$ cat src/pkg/rsq_pkg.sv
// Package: register map, field layout and timing constants of the enable sequencer
package rsq_pkg;
   // ----------------------------------------
   // Register indices (byte address is four times the index)
   // ----------------------------------------
   // Printed offsets are not all multiples of four, so they are indices
   localparam logic [7:0] IDX_LINREG_B_CONTROL = 8'h09;
   localparam logic [7:0] IDX_LINREG_A_VOLTAGE = 8'h0a;
   localparam logic [7:0] IDX_LINREG_B_VOLTAGE = 8'h0b;
   localparam logic [7:0] IDX_STEPDOWN_A_DELAY = 8'h0c;
   localparam logic [7:0] IDX_STEPDOWN_B_DELAY = 8'h0d;
   localparam logic [7:0] IDX_LINREG_A_DELAY = 8'h0e;
   localparam logic [7:0] IDX_LINREG_B_DELAY = 8'h0f;
   localparam logic [7:0] IDX_SEQ_CONFIG = 8'h20;
   localparam logic [7:0] IDX_SEQ_STATUS = 8'h21;
   localparam logic [7:0] IDX_LINREG_A_CONTROL = 8'h22;
   localparam int ADDR_W = 12;

   // ----------------------------------------
   // Field positions
   // ----------------------------------------
   localparam int CTL_SW_ON = 0;
   localparam int CTL_PIN_GATING = 1;
   localparam int CTL_DISCHARGE = 2;
   localparam int CFG_RISE_DOUBLE = 0;
   localparam int CFG_FALL_DOUBLE = 1;
   localparam int RISE_LSB = 0;
   localparam int FALL_LSB = 4;
   localparam int WAIT_W = 4;
   localparam int VOLT_W = 5;
   localparam int NUM_RAILS = 4;
   localparam int RAIL_LINREG_B = 3;

   // ----------------------------------------
   // Reset values and voltage code limit
   // ----------------------------------------
   localparam logic [7:0] RST_CONTROL = 8'h04;
   localparam logic [7:0] RST_ZERO = 8'h00;
   localparam logic [4:0] VOLT_MAX_CODE = 5'h19;

   // ----------------------------------------
   // Timing
   // ----------------------------------------
   localparam int CLK_HZ = 40000000;
   localparam int STEP_US = 500;
   localparam int STEP_CYCLES = (CLK_HZ / 1000) * STEP_US / 1000;

   // Per-rail sequencing state
   typedef enum logic [1:0] {RSQ_OFF, RSQ_RISING, RSQ_ON, RSQ_FALLING} rsq_state_t;

   // Rail outputs travelling together
   typedef struct packed {
      logic [NUM_RAILS-1:0] enable;
      logic [NUM_RAILS-1:0] discharge;
   } rsq_rails_t;
endpackage : rsq_pkg

$ cat src/logic/rsq_sequencer.sv
// Enable/delay sequencer for two step-down converters and two linear regulators
// Functional notes
// - Linreg B control bit 2 engages discharge while off; resets to one.
// - Linreg B control bit 1: zero software only, one software and pin.
// - Linreg B control bit 0 is the software enable.
// - Linreg B control bits 7:3 reserved, read-write, reset zero.
// - Linreg A voltage code bits 4:0, 0.8 V plus 100 mV per code.
// - Linreg B voltage code uses the same mapping; above 0x19 reserved.
// - Stepdown A starts after bits 3:0 half-millisecond steps from pin rise.
// - Stepdown A stops after bits 7:4 half-millisecond steps from pin fall.
// - Global rise select doubles every startup step to 1 ms.
// - Global fall select doubles every shutdown step to 1 ms.
// - Stepdown B startup delay from bits 3:0 after pin rise.
// - Stepdown B shutdown delay from bits 7:4 after pin fall.
// - Linreg A startup delay from bits 3:0 after pin rise.
// - Linreg A shutdown delay from bits 7:4 after pin fall.
// - Linreg B startup and shutdown delays from bits 3:0 and 7:4.
//
// The APB slave port was left to the implementer.
`timescale 1ns/1ps
module rsq_sequencer #(
   parameter int STEP_CYC = rsq_pkg::STEP_CYCLES
) (
   // Clock and reset
   input wire logic core_clk,
   input wire logic sys_rst,
   // APB slave
   input wire logic psel,
   input wire logic penable,
   input wire logic pwrite,
   input wire logic [rsq_pkg::ADDR_W-1:0] paddr,
   input wire logic [31:0] pwdata,
   input wire logic [3:0] pstrb,
   output logic [31:0] prdata,
   output logic pready,
   output logic pslverr,
   // External enable pin
   input wire logic enable_pin,
   // Rail controls
   output rsq_pkg::rsq_rails_t rails,
   output logic [rsq_pkg::VOLT_W-1:0] linreg_a_volt_code,
   output logic [rsq_pkg::VOLT_W-1:0] linreg_b_volt_code
);
   import rsq_pkg::*;

   // ----------------------------------------
   // Register storage
   // ----------------------------------------
   logic [7:0] linreg_b_control;
   logic [7:0] linreg_a_control;
   logic [7:0] linreg_a_voltage;
   logic [7:0] linreg_b_voltage;
   logic [7:0] wait_reg [NUM_RAILS];
   logic [7:0] seq_config;

   logic wr_en;
   logic [ADDR_W-1:0] word_addr;
   logic hit;
   logic [7:0] rd_byte;
   logic [7:0] status_byte;

   // Byte address is four times the index
   function automatic logic [ADDR_W-1:0] idx_addr(input logic [7:0] idx);
      return ADDR_W'({idx, 2'b00});
   endfunction : idx_addr

   assign wr_en = psel && penable && pwrite && pstrb[0];
   assign word_addr = paddr;
   assign pready = 1'b1;

   always_comb begin
      hit = 1'b1;
      rd_byte = 8'h00;
      unique case (word_addr)
         idx_addr(IDX_LINREG_B_CONTROL): rd_byte = linreg_b_control;
         idx_addr(IDX_LINREG_A_CONTROL): rd_byte = linreg_a_control;
         idx_addr(IDX_LINREG_A_VOLTAGE): rd_byte = linreg_a_voltage;
         idx_addr(IDX_LINREG_B_VOLTAGE): rd_byte = linreg_b_voltage;
         idx_addr(IDX_STEPDOWN_A_DELAY): rd_byte = wait_reg[0];
         idx_addr(IDX_STEPDOWN_B_DELAY): rd_byte = wait_reg[1];
         idx_addr(IDX_LINREG_A_DELAY): rd_byte = wait_reg[2];
         idx_addr(IDX_LINREG_B_DELAY): rd_byte = wait_reg[3];
         idx_addr(IDX_SEQ_CONFIG): rd_byte = seq_config;
         idx_addr(IDX_SEQ_STATUS): rd_byte = status_byte;
         default: hit = 1'b0;
      endcase
   end

   always_ff @(posedge core_clk) begin
      if (sys_rst) begin
         prdata <= 32'h0000_0000;
         pslverr <= 1'b0;
      end else begin
         prdata <= 32'h0000_0000;
         pslverr <= 1'b0;
         if (psel && !penable) begin
            prdata <= {24'h00_0000, rd_byte};
            pslverr <= !hit;
         end
      end
   end

   // Control registers; reserved bits kept as plain storage
   always_ff @(posedge core_clk) begin
      if (sys_rst) begin
         linreg_b_control <= RST_CONTROL;
         linreg_a_control <= RST_CONTROL;
      end else if (wr_en) begin
         if (word_addr == idx_addr(IDX_LINREG_B_CONTROL)) begin
            linreg_b_control <= pwdata[7:0];
         end
         if (word_addr == idx_addr(IDX_LINREG_A_CONTROL)) begin
            linreg_a_control <= pwdata[7:0];
         end
      end
   end

   // Voltage codes pass unfiltered; reserved codes are software's to avoid
   always_ff @(posedge core_clk) begin
      if (sys_rst) begin
         linreg_a_voltage <= RST_ZERO;
         linreg_b_voltage <= RST_ZERO;
      end else if (wr_en) begin
         if (word_addr == idx_addr(IDX_LINREG_A_VOLTAGE)) begin
            linreg_a_voltage <= pwdata[7:0];
         end
         if (word_addr == idx_addr(IDX_LINREG_B_VOLTAGE)) begin
            linreg_b_voltage <= pwdata[7:0];
         end
      end
   end

   assign linreg_a_volt_code = linreg_a_voltage[VOLT_W-1:0];
   assign linreg_b_volt_code = linreg_b_voltage[VOLT_W-1:0];

   always_ff @(posedge core_clk) begin
      if (sys_rst) begin
         for (int i = 0; i < NUM_RAILS; i++) begin
            wait_reg[i] <= RST_ZERO;
         end
         seq_config <= RST_ZERO;
      end else if (wr_en) begin
         if (word_addr == idx_addr(IDX_STEPDOWN_A_DELAY)) wait_reg[0] <= pwdata[7:0];
         if (word_addr == idx_addr(IDX_STEPDOWN_B_DELAY)) wait_reg[1] <= pwdata[7:0];
         if (word_addr == idx_addr(IDX_LINREG_A_DELAY)) wait_reg[2] <= pwdata[7:0];
         if (word_addr == idx_addr(IDX_LINREG_B_DELAY)) wait_reg[3] <= pwdata[7:0];
         if (word_addr == idx_addr(IDX_SEQ_CONFIG)) seq_config <= {6'h00, pwdata[1:0]};
      end
   end

   // ----------------------------------------
   // Enable pin sync and timebase
   // ----------------------------------------
   logic pin_meta;
   logic pin_sync;
   logic pin_prev;
   logic pin_rise;
   logic pin_fall;
   logic [23:0] base_cnt;
   logic tick;

   always_ff @(posedge core_clk) begin
      if (sys_rst) begin
         pin_meta <= 1'b0;
         pin_sync <= 1'b0;
         pin_prev <= 1'b0;
      end else begin
         pin_meta <= enable_pin;
         pin_sync <= pin_meta;
         pin_prev <= pin_sync;
      end
   end

   assign pin_rise = pin_sync && !pin_prev;
   assign pin_fall = !pin_sync && pin_prev;

   // Free-running base; a delay may end up to one step early, never a step late
   always_ff @(posedge core_clk) begin
      if (sys_rst) begin
         base_cnt <= 24'h00_0000;
      end else if (base_cnt == 24'(STEP_CYC - 1)) begin
         base_cnt <= 24'h00_0000;
      end else begin
         base_cnt <= base_cnt + 24'h00_0001;
      end
   end

   assign tick = (base_cnt == 24'(STEP_CYC - 1));

   // ----------------------------------------
   // Per-rail sequencing
   // ----------------------------------------
   logic [NUM_RAILS-1:0] sw_on;
   logic [NUM_RAILS-1:0] gated;
   logic [NUM_RAILS-1:0] discharge_sel;
   rsq_state_t state [NUM_RAILS];
   logic [4:0] steps [NUM_RAILS];

   // Steps to wait: code, doubled when the matching select bit is one
   function automatic logic [4:0] wait_steps(input logic [3:0] code, input logic dbl);
      return dbl ? {code, 1'b0} : {1'b0, code};
   endfunction : wait_steps

   // Other rails take their enable bits from the extra control register (all share it)
   always_comb begin
      for (int i = 0; i < NUM_RAILS; i++) begin
         sw_on[i] = linreg_a_control[CTL_SW_ON];
         gated[i] = linreg_a_control[CTL_PIN_GATING];
         discharge_sel[i] = linreg_a_control[CTL_DISCHARGE];
      end
      sw_on[RAIL_LINREG_B] = linreg_b_control[CTL_SW_ON];
      gated[RAIL_LINREG_B] = linreg_b_control[CTL_PIN_GATING];
      discharge_sel[RAIL_LINREG_B] = linreg_b_control[CTL_DISCHARGE];
   end

   for (genvar g = 0; g < NUM_RAILS; g++) begin : g_rail
      always_ff @(posedge core_clk) begin
         if (sys_rst) begin
            state[g] <= RSQ_OFF;
            steps[g] <= 5'h00;
         end else if (!gated[g]) begin
            state[g] <= sw_on[g] ? RSQ_ON : RSQ_OFF;
            steps[g] <= 5'h00;
         end else if (pin_rise) begin
            state[g] <= RSQ_RISING;
            steps[g] <= wait_steps(wait_reg[g][RISE_LSB +: WAIT_W],
                                   seq_config[CFG_RISE_DOUBLE]);
         end else if (pin_fall) begin
            state[g] <= RSQ_FALLING;
            steps[g] <= wait_steps(wait_reg[g][FALL_LSB +: WAIT_W],
                                   seq_config[CFG_FALL_DOUBLE]);
         end else begin
            unique case (state[g])
               RSQ_RISING: begin
                  if (steps[g] == 5'h00) begin
                     state[g] <= RSQ_ON;
                  end else if (tick) begin
                     steps[g] <= steps[g] - 5'h01;
                  end
               end
               RSQ_FALLING: begin
                  if (steps[g] == 5'h00) begin
                     state[g] <= RSQ_OFF;
                  end else if (tick) begin
                     steps[g] <= steps[g] - 5'h01;
                  end
               end
               RSQ_OFF: if (pin_sync) state[g] <= RSQ_ON;
               RSQ_ON: if (!pin_sync) state[g] <= RSQ_OFF;
            endcase
         end
      end
   end

   // Rail on needs the sequencer state (pin-driven only when gated) and the software bit together
   always_ff @(posedge core_clk) begin
      if (sys_rst) begin
         rails <= '0;
      end else begin
         for (int i = 0; i < NUM_RAILS; i++) begin
            rails.enable[i] <= sw_on[i] && (state[i] == RSQ_ON || state[i] == RSQ_FALLING);
            rails.discharge[i] <= discharge_sel[i] &&
                                  !(sw_on[i] && (state[i] == RSQ_ON || state[i] == RSQ_FALLING));
         end
      end
   end

   always_comb begin
      status_byte = {4'h0, rails.enable};
   end
endmodule : rsq_sequencer

$ cat config.mk
export PLATFORM = sky130hd
export DESIGN_NAME = rsq_sequencer
export DESIGN_NICKNAME = d
export VERILOG_FILES = /design/src/pkg/rsq_pkg.sv /design/src/logic/rsq_sequencer.sv
export SDC_FILE = /design/constraint.sdc
export NUM_CORES = 1
export LEC_CHECK = 0
export ABC_AREA = 1
export BUFFER_PORTS_ARGS = -buffer_cell sky130_fd_sc_hd__buf_2
export CAP_MARGIN = 20
export CORE_ASPECT_RATIO = 1.4
export CORE_UTILIZATION = 53
export CTS_CLUSTER_SIZE = 10
export DETAILED_ROUTE_END_ITERATION = 8
export PLACE_DENSITY = 0.74
export RECOVER_POWER = 50
export SYNTH_ARGS = -nofsm -noshare
export SYNTH_HDL_FRONTEND = slang
export SYNTH_SLANG_ARGS = --single-unit
$ cat constraint.sdc
create_clock -name core_clk -period 2.2 [get_ports core_clk]
set_input_delay 0.44 -clock core_clk [delete_from_list [all_inputs] [get_ports core_clk]]
set_output_delay 0.44 -clock core_clk [all_outputs]
set_load 0.05 [all_outputs]
==> results of run 1 <==
-- layout make-up --
cell class,count,share of cell area [%]
multi-input combinational,693,40.3
clock buffer,27,6.40
inverter,144,6.32
timing repair buffer,81,4.82
tap,185,2.69
sequential,138,39.1
clock inverter,5,0.335
-- layer usage --
layer / track usage (%) / wire length, um
met1: 29.0 / 7520
met2: 51.0 / 10600
met3: 4.81 / 948
met4: 19.7 / 1340
met5: 0 / 0
-- Yosys cell counts (7+ instances only) --
cell type	number
nor2_2	11
nand3_1	69
o21ai_1	10
nand4_1	43
xor2_1	11
xnor2_1	7
nand3_2	9
nor2_1	135
nand2_1	176
buf_2	8
nor3_1	17
a21oi_1	53
edfxtp_1	60
o21ai_0	46
dfxtp_1	78
nand2_2	7
clkbuf_1	7
inv_1	132
inv_2	10
ha_1	9
nor2_4	8
buf_4	38
-- worst min path at each step --
stage | start | endpoint | slack (ns) | cells after the start
2_1_floorplan | pin_meta | pin_sync | 0.39 | 2
3_3_place_gp | pin_meta | pin_sync | 0.40 | 2
3_5_place_dp | pin_meta | pin_sync | 0.41 | 2
4_1_cts | enable_pin | pin_meta | 0.22 | 3
5_1_grt | enable_pin | pin_meta | 0.25 | 3
6_report | enable_pin | pin_meta | 0.23 | 3
-- kinds of logic after synthesis --
| family | Yosys count | share of synthesized area (%) |
|---|---|---|
| AND/OR/NAND/NOR | 498 | 30.7 |
| buffers and inverters | 200 | 12.0 |
| AO/OA/AOI/OAI | 142 | 10.2 |
| flip-flops | 138 | 43.4 |
| XOR/XNOR | 18 | 2.03 |
| adder cells (fa/ha/maj) | 9 | 1.45 |
| other | 2 | 0.0968 |
| multiplexers | 1 | 0.129 |
-- power groups by stage --
stage | registers, mW | clock network [mW] | logic (mW)
floorplan | 2.81 | 0 | 0.264
global placement | 2.81 | 0 | 0.348
detailed placement | 2.81 | 0 | 0.352
CTS | 2.75 | 2.78 | 0.353
global route | 2.76 | 2.88 | 0.373
finish | 2.76 | 2.75 | 0.343
-- tightest hold or removal path, delay by kind of cell --
kind                   cells  cell delay, ns
buffers and inverters      2            0.11
and+or+nand+nor            1            0.06
-- metrics by stage --
stage / hold slack (ns) / util, % / cell area, um^2 / std cells / worst slack [ns]
final: 0.229 / 61.0 / 8600 / 1273 / 0.256
after global routing: 0.246 / 61.0 / 8600 / 1273 / 0.0237
after CTS: 0.225 / 62.0 / 8740 / 1273 / 0.222
after detailed placement: 0.406 / 57.9 / 8160 / 1241 / 0.195
after global placement: 0.405 / 57.9 / 8160 / 1241 / 0.233
after floorplan: 0.388 / - / 7840 / 1031 / 0.154
-- what timing repair did --
item	in CTS	in global routing
setup buffers	0	0
resized for setup	0	1
hold buffers	0	0
setup endpoints to repair	0	6
==> results.sh, run 1 <==
export IMPL_status="completed"
export IMPL_grt_pass1_vias=6658
export IMPL_cts_buffers_inserted=17
export IMPL_drive_gt1_share_pct=10.8
export IMPL_initial_core_util_pct=55.0
export IMPL_worstMarginPinSlew_ns=0.668
export IMPL_hold_path_class="primary input to flip-flop"
export IMPL_cap_violations=0
export IMPL_clockBufferDepth=2
export IMPL_routabilityCongestion=1.02
export IMPL_rr_worst_depth=10
export IMPL_final_common_cell="nand2_1"
export IMPL_slew_headroom_pct=55.4
export IMPL_fin_crit_sh_pct=88.4
export IMPL_path_clk_slew_ns=0.06
export IMPL_grt_usage_pct=28.1
export IMPL_postRouteAntennaNets=0
export IMPL_drc=0
export IMPL_pwr_share_clk_pct=47.1
export IMPL_ir_worst_vdd_mv=0.593
export IMPL_setup_viol=0
export IMPL_root_buffer="clkbuf_16"
export IMPL_regArea_mm2=0.00336
export IMPL_dp_hpwl_mm=15.9
export IMPL_p_total_mw=5.85
export IMPL_io_pins=106
export IMPL_cp_required_ns=2.31
export IMPL_slowest_stage="dfxtp_1"
export IMPL_max_stage_delay_ns=0.35
export IMPL_drt_wl_total_mm=20.4
export IMPL_switching_share_pct=23.3
export IMPL_grt_pass1_wl_mm=32.8
export IMPL_setup_worst_path_end="steps[2][0]"
export IMPL_synth_edf_count=60
export IMPL_yosys_area_top_type_share_pct=23.2
export IMPL_cp_arrival_ns=2.06
export IMPL_die_x_um=104
export IMPL_cp_start_kind="flip-flop"
export IMPL_antenna_cells=0
export IMPL_pwr_share_comb_pct=5.9
export IMPL_synth_async_sr_flop_share_pct=0
export IMPL_grt_max_degree=37
export IMPL_synth_area_leaders="edfxtp_1 (23%), dfxtp_1 (20%), nand2_1 (8.5%)"
export IMPL_num_fill_cells=1315
export IMPL_hold_viol=0
export IMPL_worst_path_buf_inv=2
export IMPL_fp_row_count=51
export IMPL_cp_startpoint="base_cnt[1]"
export IMPL_rsz0062_at_grt="no"
export IMPL_htree_levels=4
export IMPL_ys_warn_count=0
export IMPL_ys_seq_area_share_pct=43.4
export IMPL_area_growth_pct=10.9
export IMPL_cts_sinks=138
export IMPL_ys_flop_type="dfxtp_1"
export IMPL_io_buffers=53
export IMPL_path_delay_family="simple AND/OR/NAND/NOR gates"
export IMPL_via_per_inst=5.48
export IMPL_multi_input_area_mm2=0.00347
export IMPL_p_sw_mw=1.37
export IMPL_die_area_mm2=0.0151
export IMPL_final_max_slew_violation_count=0
export IMPL_rr_endpoint="steps[2][0]"
export IMPL_grt_overflow=0
export IMPL_wl_per_cell_um=16.0
export IMPL_ys_ff_latch=138
export IMPL_critical_path_depth=10
export IMPL_die_height_um=145
export IMPL_dr_pass1_iters=5
export IMPL_critical_path_class="flip-flop to flip-flop"
export IMPL_syn_inst=1008
export IMPL_clock_skew_final_ns=0.00850
export IMPL_nets=1138
export IMPL_rrSetupSlack_ns=0.26
export IMPL_seqPwrFrac_pct=47.1
export IMPL_syn_avg_cell_area_um2=7.69
export IMPL_largest_reg_flops=32
export IMPL_period_minus_slack_ns=1.94
export IMPL_path_cells="ha_1 > nand2_1 > inv_1 > nand2_1 > nor2_1 > nand3_1 > buf_4 > nor3_4 > nor2_1 > nand2_1"
export IMPL_p_leak_nw=3.60
export IMPL_vias=6970
export IMPL_cpMostUsedCell="nand2_1"
export IMPL_core_area_mm2=0.0141
export IMPL_cts_tree="done"
export IMPL_insertion_delay_ns=0.43
export IMPL_p_per_area_mw_per_mm2=681
export IMPL_worst_setup_path_end_kind="flip-flop"
export IMPL_synth_area_mm2=0.00775
export IMPL_internal_power_mw=4.49
export IMPL_antenna_found_initial=0
export IMPL_max_freq_mhz=514
export IMPL_yosysTopAreaCell="edfxtp_1"
export IMPL_setup_tns_ns=0
export IMPL_synth_cell_types=48
export IMPL_drt_iter0_drc=373
export IMPL_crit_fanout=5
export IMPL_final_cell_mix="nand2_1 (179), nor2_1 (141), inv_1 (135)"
export IMPL_timing_rr_start="base_cnt[1]"
Power figures use the tool's default switching activity.
==> run 2, diff against run 1 <==
--- a/config.mk
+++ b/config.mk
@@ -14,6 +14,7 @@
 export DETAILED_ROUTE_END_ITERATION = 8
 export PLACE_DENSITY = 0.74
 export RECOVER_POWER = 50
+export REMOVE_ABC_BUFFERS = 1
 export SYNTH_ARGS = -nofsm -noshare
 export SYNTH_HDL_FRONTEND = slang
 export SYNTH_SLANG_ARGS = --single-unit
==> run 2 against run 1 <==
  * Sequential share of layout area is essentially flat
  * Critical path type is now primary input to flip-flop
  * Critical path depth shrank 1
  * Cell count is essentially flat
  * Highest routed layer unchanged
  * First-iteration DRC count shrank 1.9%
  * Clock skew grew 0.00061 ns
  * Die area is the same
  * Hold slack gained 0.034 ns
  * Utilization grew 0.062 points
==> results.sh, run 2 (same netlist as run 1, synthesis figures left out) <==
export IMPL_ir_worst_vdd_mv=0.513
export IMPL_dr_pass1_iters=5
export IMPL_num_fill_cells=1324
export IMPL_p_leak_nw=3.59
export IMPL_die_height_um=145
export IMPL_final_cell_mix="nand2_1 (175), nor2_1 (138), inv_1 (135)"
export IMPL_initial_core_util_pct=55.0
export IMPL_rsz0062_at_grt="no"
export IMPL_p_total_mw=5.79
export IMPL_setup_tns_ns=0
export IMPL_cp_start_kind="primary input"
export IMPL_htree_levels=4
export IMPL_stdcell_area_mm2=0.00861
export IMPL_fp_row_count=51
export IMPL_grt_overflow=0
export IMPL_drive_gt1_share_pct=12.0
export IMPL_die_x_um=104
export IMPL_final_common_cell="nand2_1"
export IMPL_cts_setup_buffers=0
export IMPL_hold_viol=0
export IMPL_p_per_area_mw_per_mm2=672
export IMPL_fin_crit_sh_pct=93.8
export IMPL_drt_iter0_drc=366
export IMPL_cts_sinks=138
export IMPL_area_growth_pct=11.0
export IMPL_grt_pass1_wl_mm=32.3
export IMPL_clockBufferDepth=2
export IMPL_io_pins=106
export IMPL_max_freq_mhz=485
export IMPL_critical_path_class="primary input to flip-flop"
export IMPL_fin_hold_ws_ns=0.262
export IMPL_switching_share_pct=25.3
export IMPL_final_cell_count_no_fill=1272
export IMPL_insertion_delay_ns=0.43
export IMPL_vias=6838
export IMPL_grt_usage_pct=27.8
export IMPL_placed_area_mm2=0.00817
export IMPL_cp_required_ns=2.51
export IMPL_largest_reg_flops=32
export IMPL_pwr_share_comb_pct=6.0
export IMPL_slew_headroom_pct=49.4
export IMPL_nets=1137
export IMPL_cap_violations=0
export IMPL_core_area_mm2=0.0141
export IMPL_pwr_share_clk_pct=46.5
export IMPL_path_clk_slew_ns=0.06
export IMPL_wl_per_cell_um=16.0
export IMPL_seqPwrFrac_pct=47.6
export IMPL_postCtsHoldBufs=0
export IMPL_cp_arrival_ns=2.37
export IMPL_antenna_cells=0
export IMPL_drc=0
export IMPL_status="completed"
export IMPL_postRouteAntennaNets=0
export IMPL_worstMarginPinSlew_ns=0.757
export IMPL_cts_tree="done"
export IMPL_worst_setup_path_end_kind="flip-flop"
export IMPL_hold_path_class="primary input to flip-flop"
export IMPL_routabilityCongestion=0.998
export IMPL_root_buffer="clkbuf_16"
export IMPL_final_max_slew_violation_count=0
export IMPL_grt_max_degree=34
export IMPL_clock_skew_final_ns=0.00912
export IMPL_drt_wl_total_mm=20.3
export IMPL_die_area_mm2=0.0151
export IMPL_antenna_found_initial=0
export IMPL_via_per_inst=5.38
export IMPL_crit_fanout=16
export IMPL_cts_buffers_inserted=17
export IMPL_cts_resized=0
export IMPL_setup_viol=0
export IMPL_p_sw_mw=1.46
export IMPL_period_minus_slack_ns=2.06
export IMPL_io_buffers=53
export IMPL_dp_cells=1240
export IMPL_internal_power_mw=4.32
export IMPL_grt_pass1_vias=6555
export IMPL_dp_hpwl_mm=15.6
==> run 2: power groups by stage <==
stage                     Combinational (mW)  Sequential (mW)  Clock, mW
after global routing                   0.374             2.75       2.81
final                                  0.346             2.75       2.69
after global placement                 0.348             2.80          0
after detailed placement               0.352             2.81          0
after floorplan                        0.218             2.81          0
after CTS                              0.353             2.75       2.70
==> run 2: path summary, 6_finish.rpt <==
kind                            cells after the start   startpoint                   to  slack, ns
worst max register to register                     10  base_cnt[0]          steps[3][0]       0.21
worst max-delay path                                9     paddr[0]  linreg_b_voltage[0]       0.14
worst min-delay path                                3   enable_pin             pin_meta       0.26
worst min register to register                      2     pin_meta             pin_sync       0.42
==> run 2: area by class of cell <==
| type | instances | area (um^2) | area share [%] |
|---|---|---|---|
| Clock inverter | 11 | 83.8 | 0.974 |
| Inverter | 144 | 546 | 6.34 |
| Timing Repair Buffer | 80 | 429 | 4.99 |
| Tap cell | 185 | 231 | 2.69 |
| Multi-Input combinational cell | 693 | 3480 | 40.5 |
| Clock buffer | 21 | 470 | 5.47 |
| Sequential cell | 138 | 3360 | 39.1 |
==> run 2: worst max-delay path: stages <==
cell and delay, ns:
buf_2 0.10, inv_1 0.04, nand2_1 0.16, nor2_1 0.60, nand3_2 0.17, inv_1 0.12, nand2_1 0.34, o21ai_0 0.32
a21oi_1 0.06
==> run 2: through the flow <==
| stage | util, % | worst slack [ns] |
|---|---|---|
| global route | 61.0 | 0.00480 |
| floorplan | - | 0.0816 |
| global placement | 57.9 | 0.0964 |
| detailed placement | 57.9 | 0.0884 |
| finish | 61.0 | 0.136 |
| CTS | 61.8 | 0.187 |
==> run 2: routing by layer <==
metal  up-vias  GRT usage (%)  wire (um)
met5         -              0          0
met4         0           18.6       1190
met1      3125           29.4       7940
li1       3414              -          -
met2       225           49.4      10200
met3        74           5.48        925
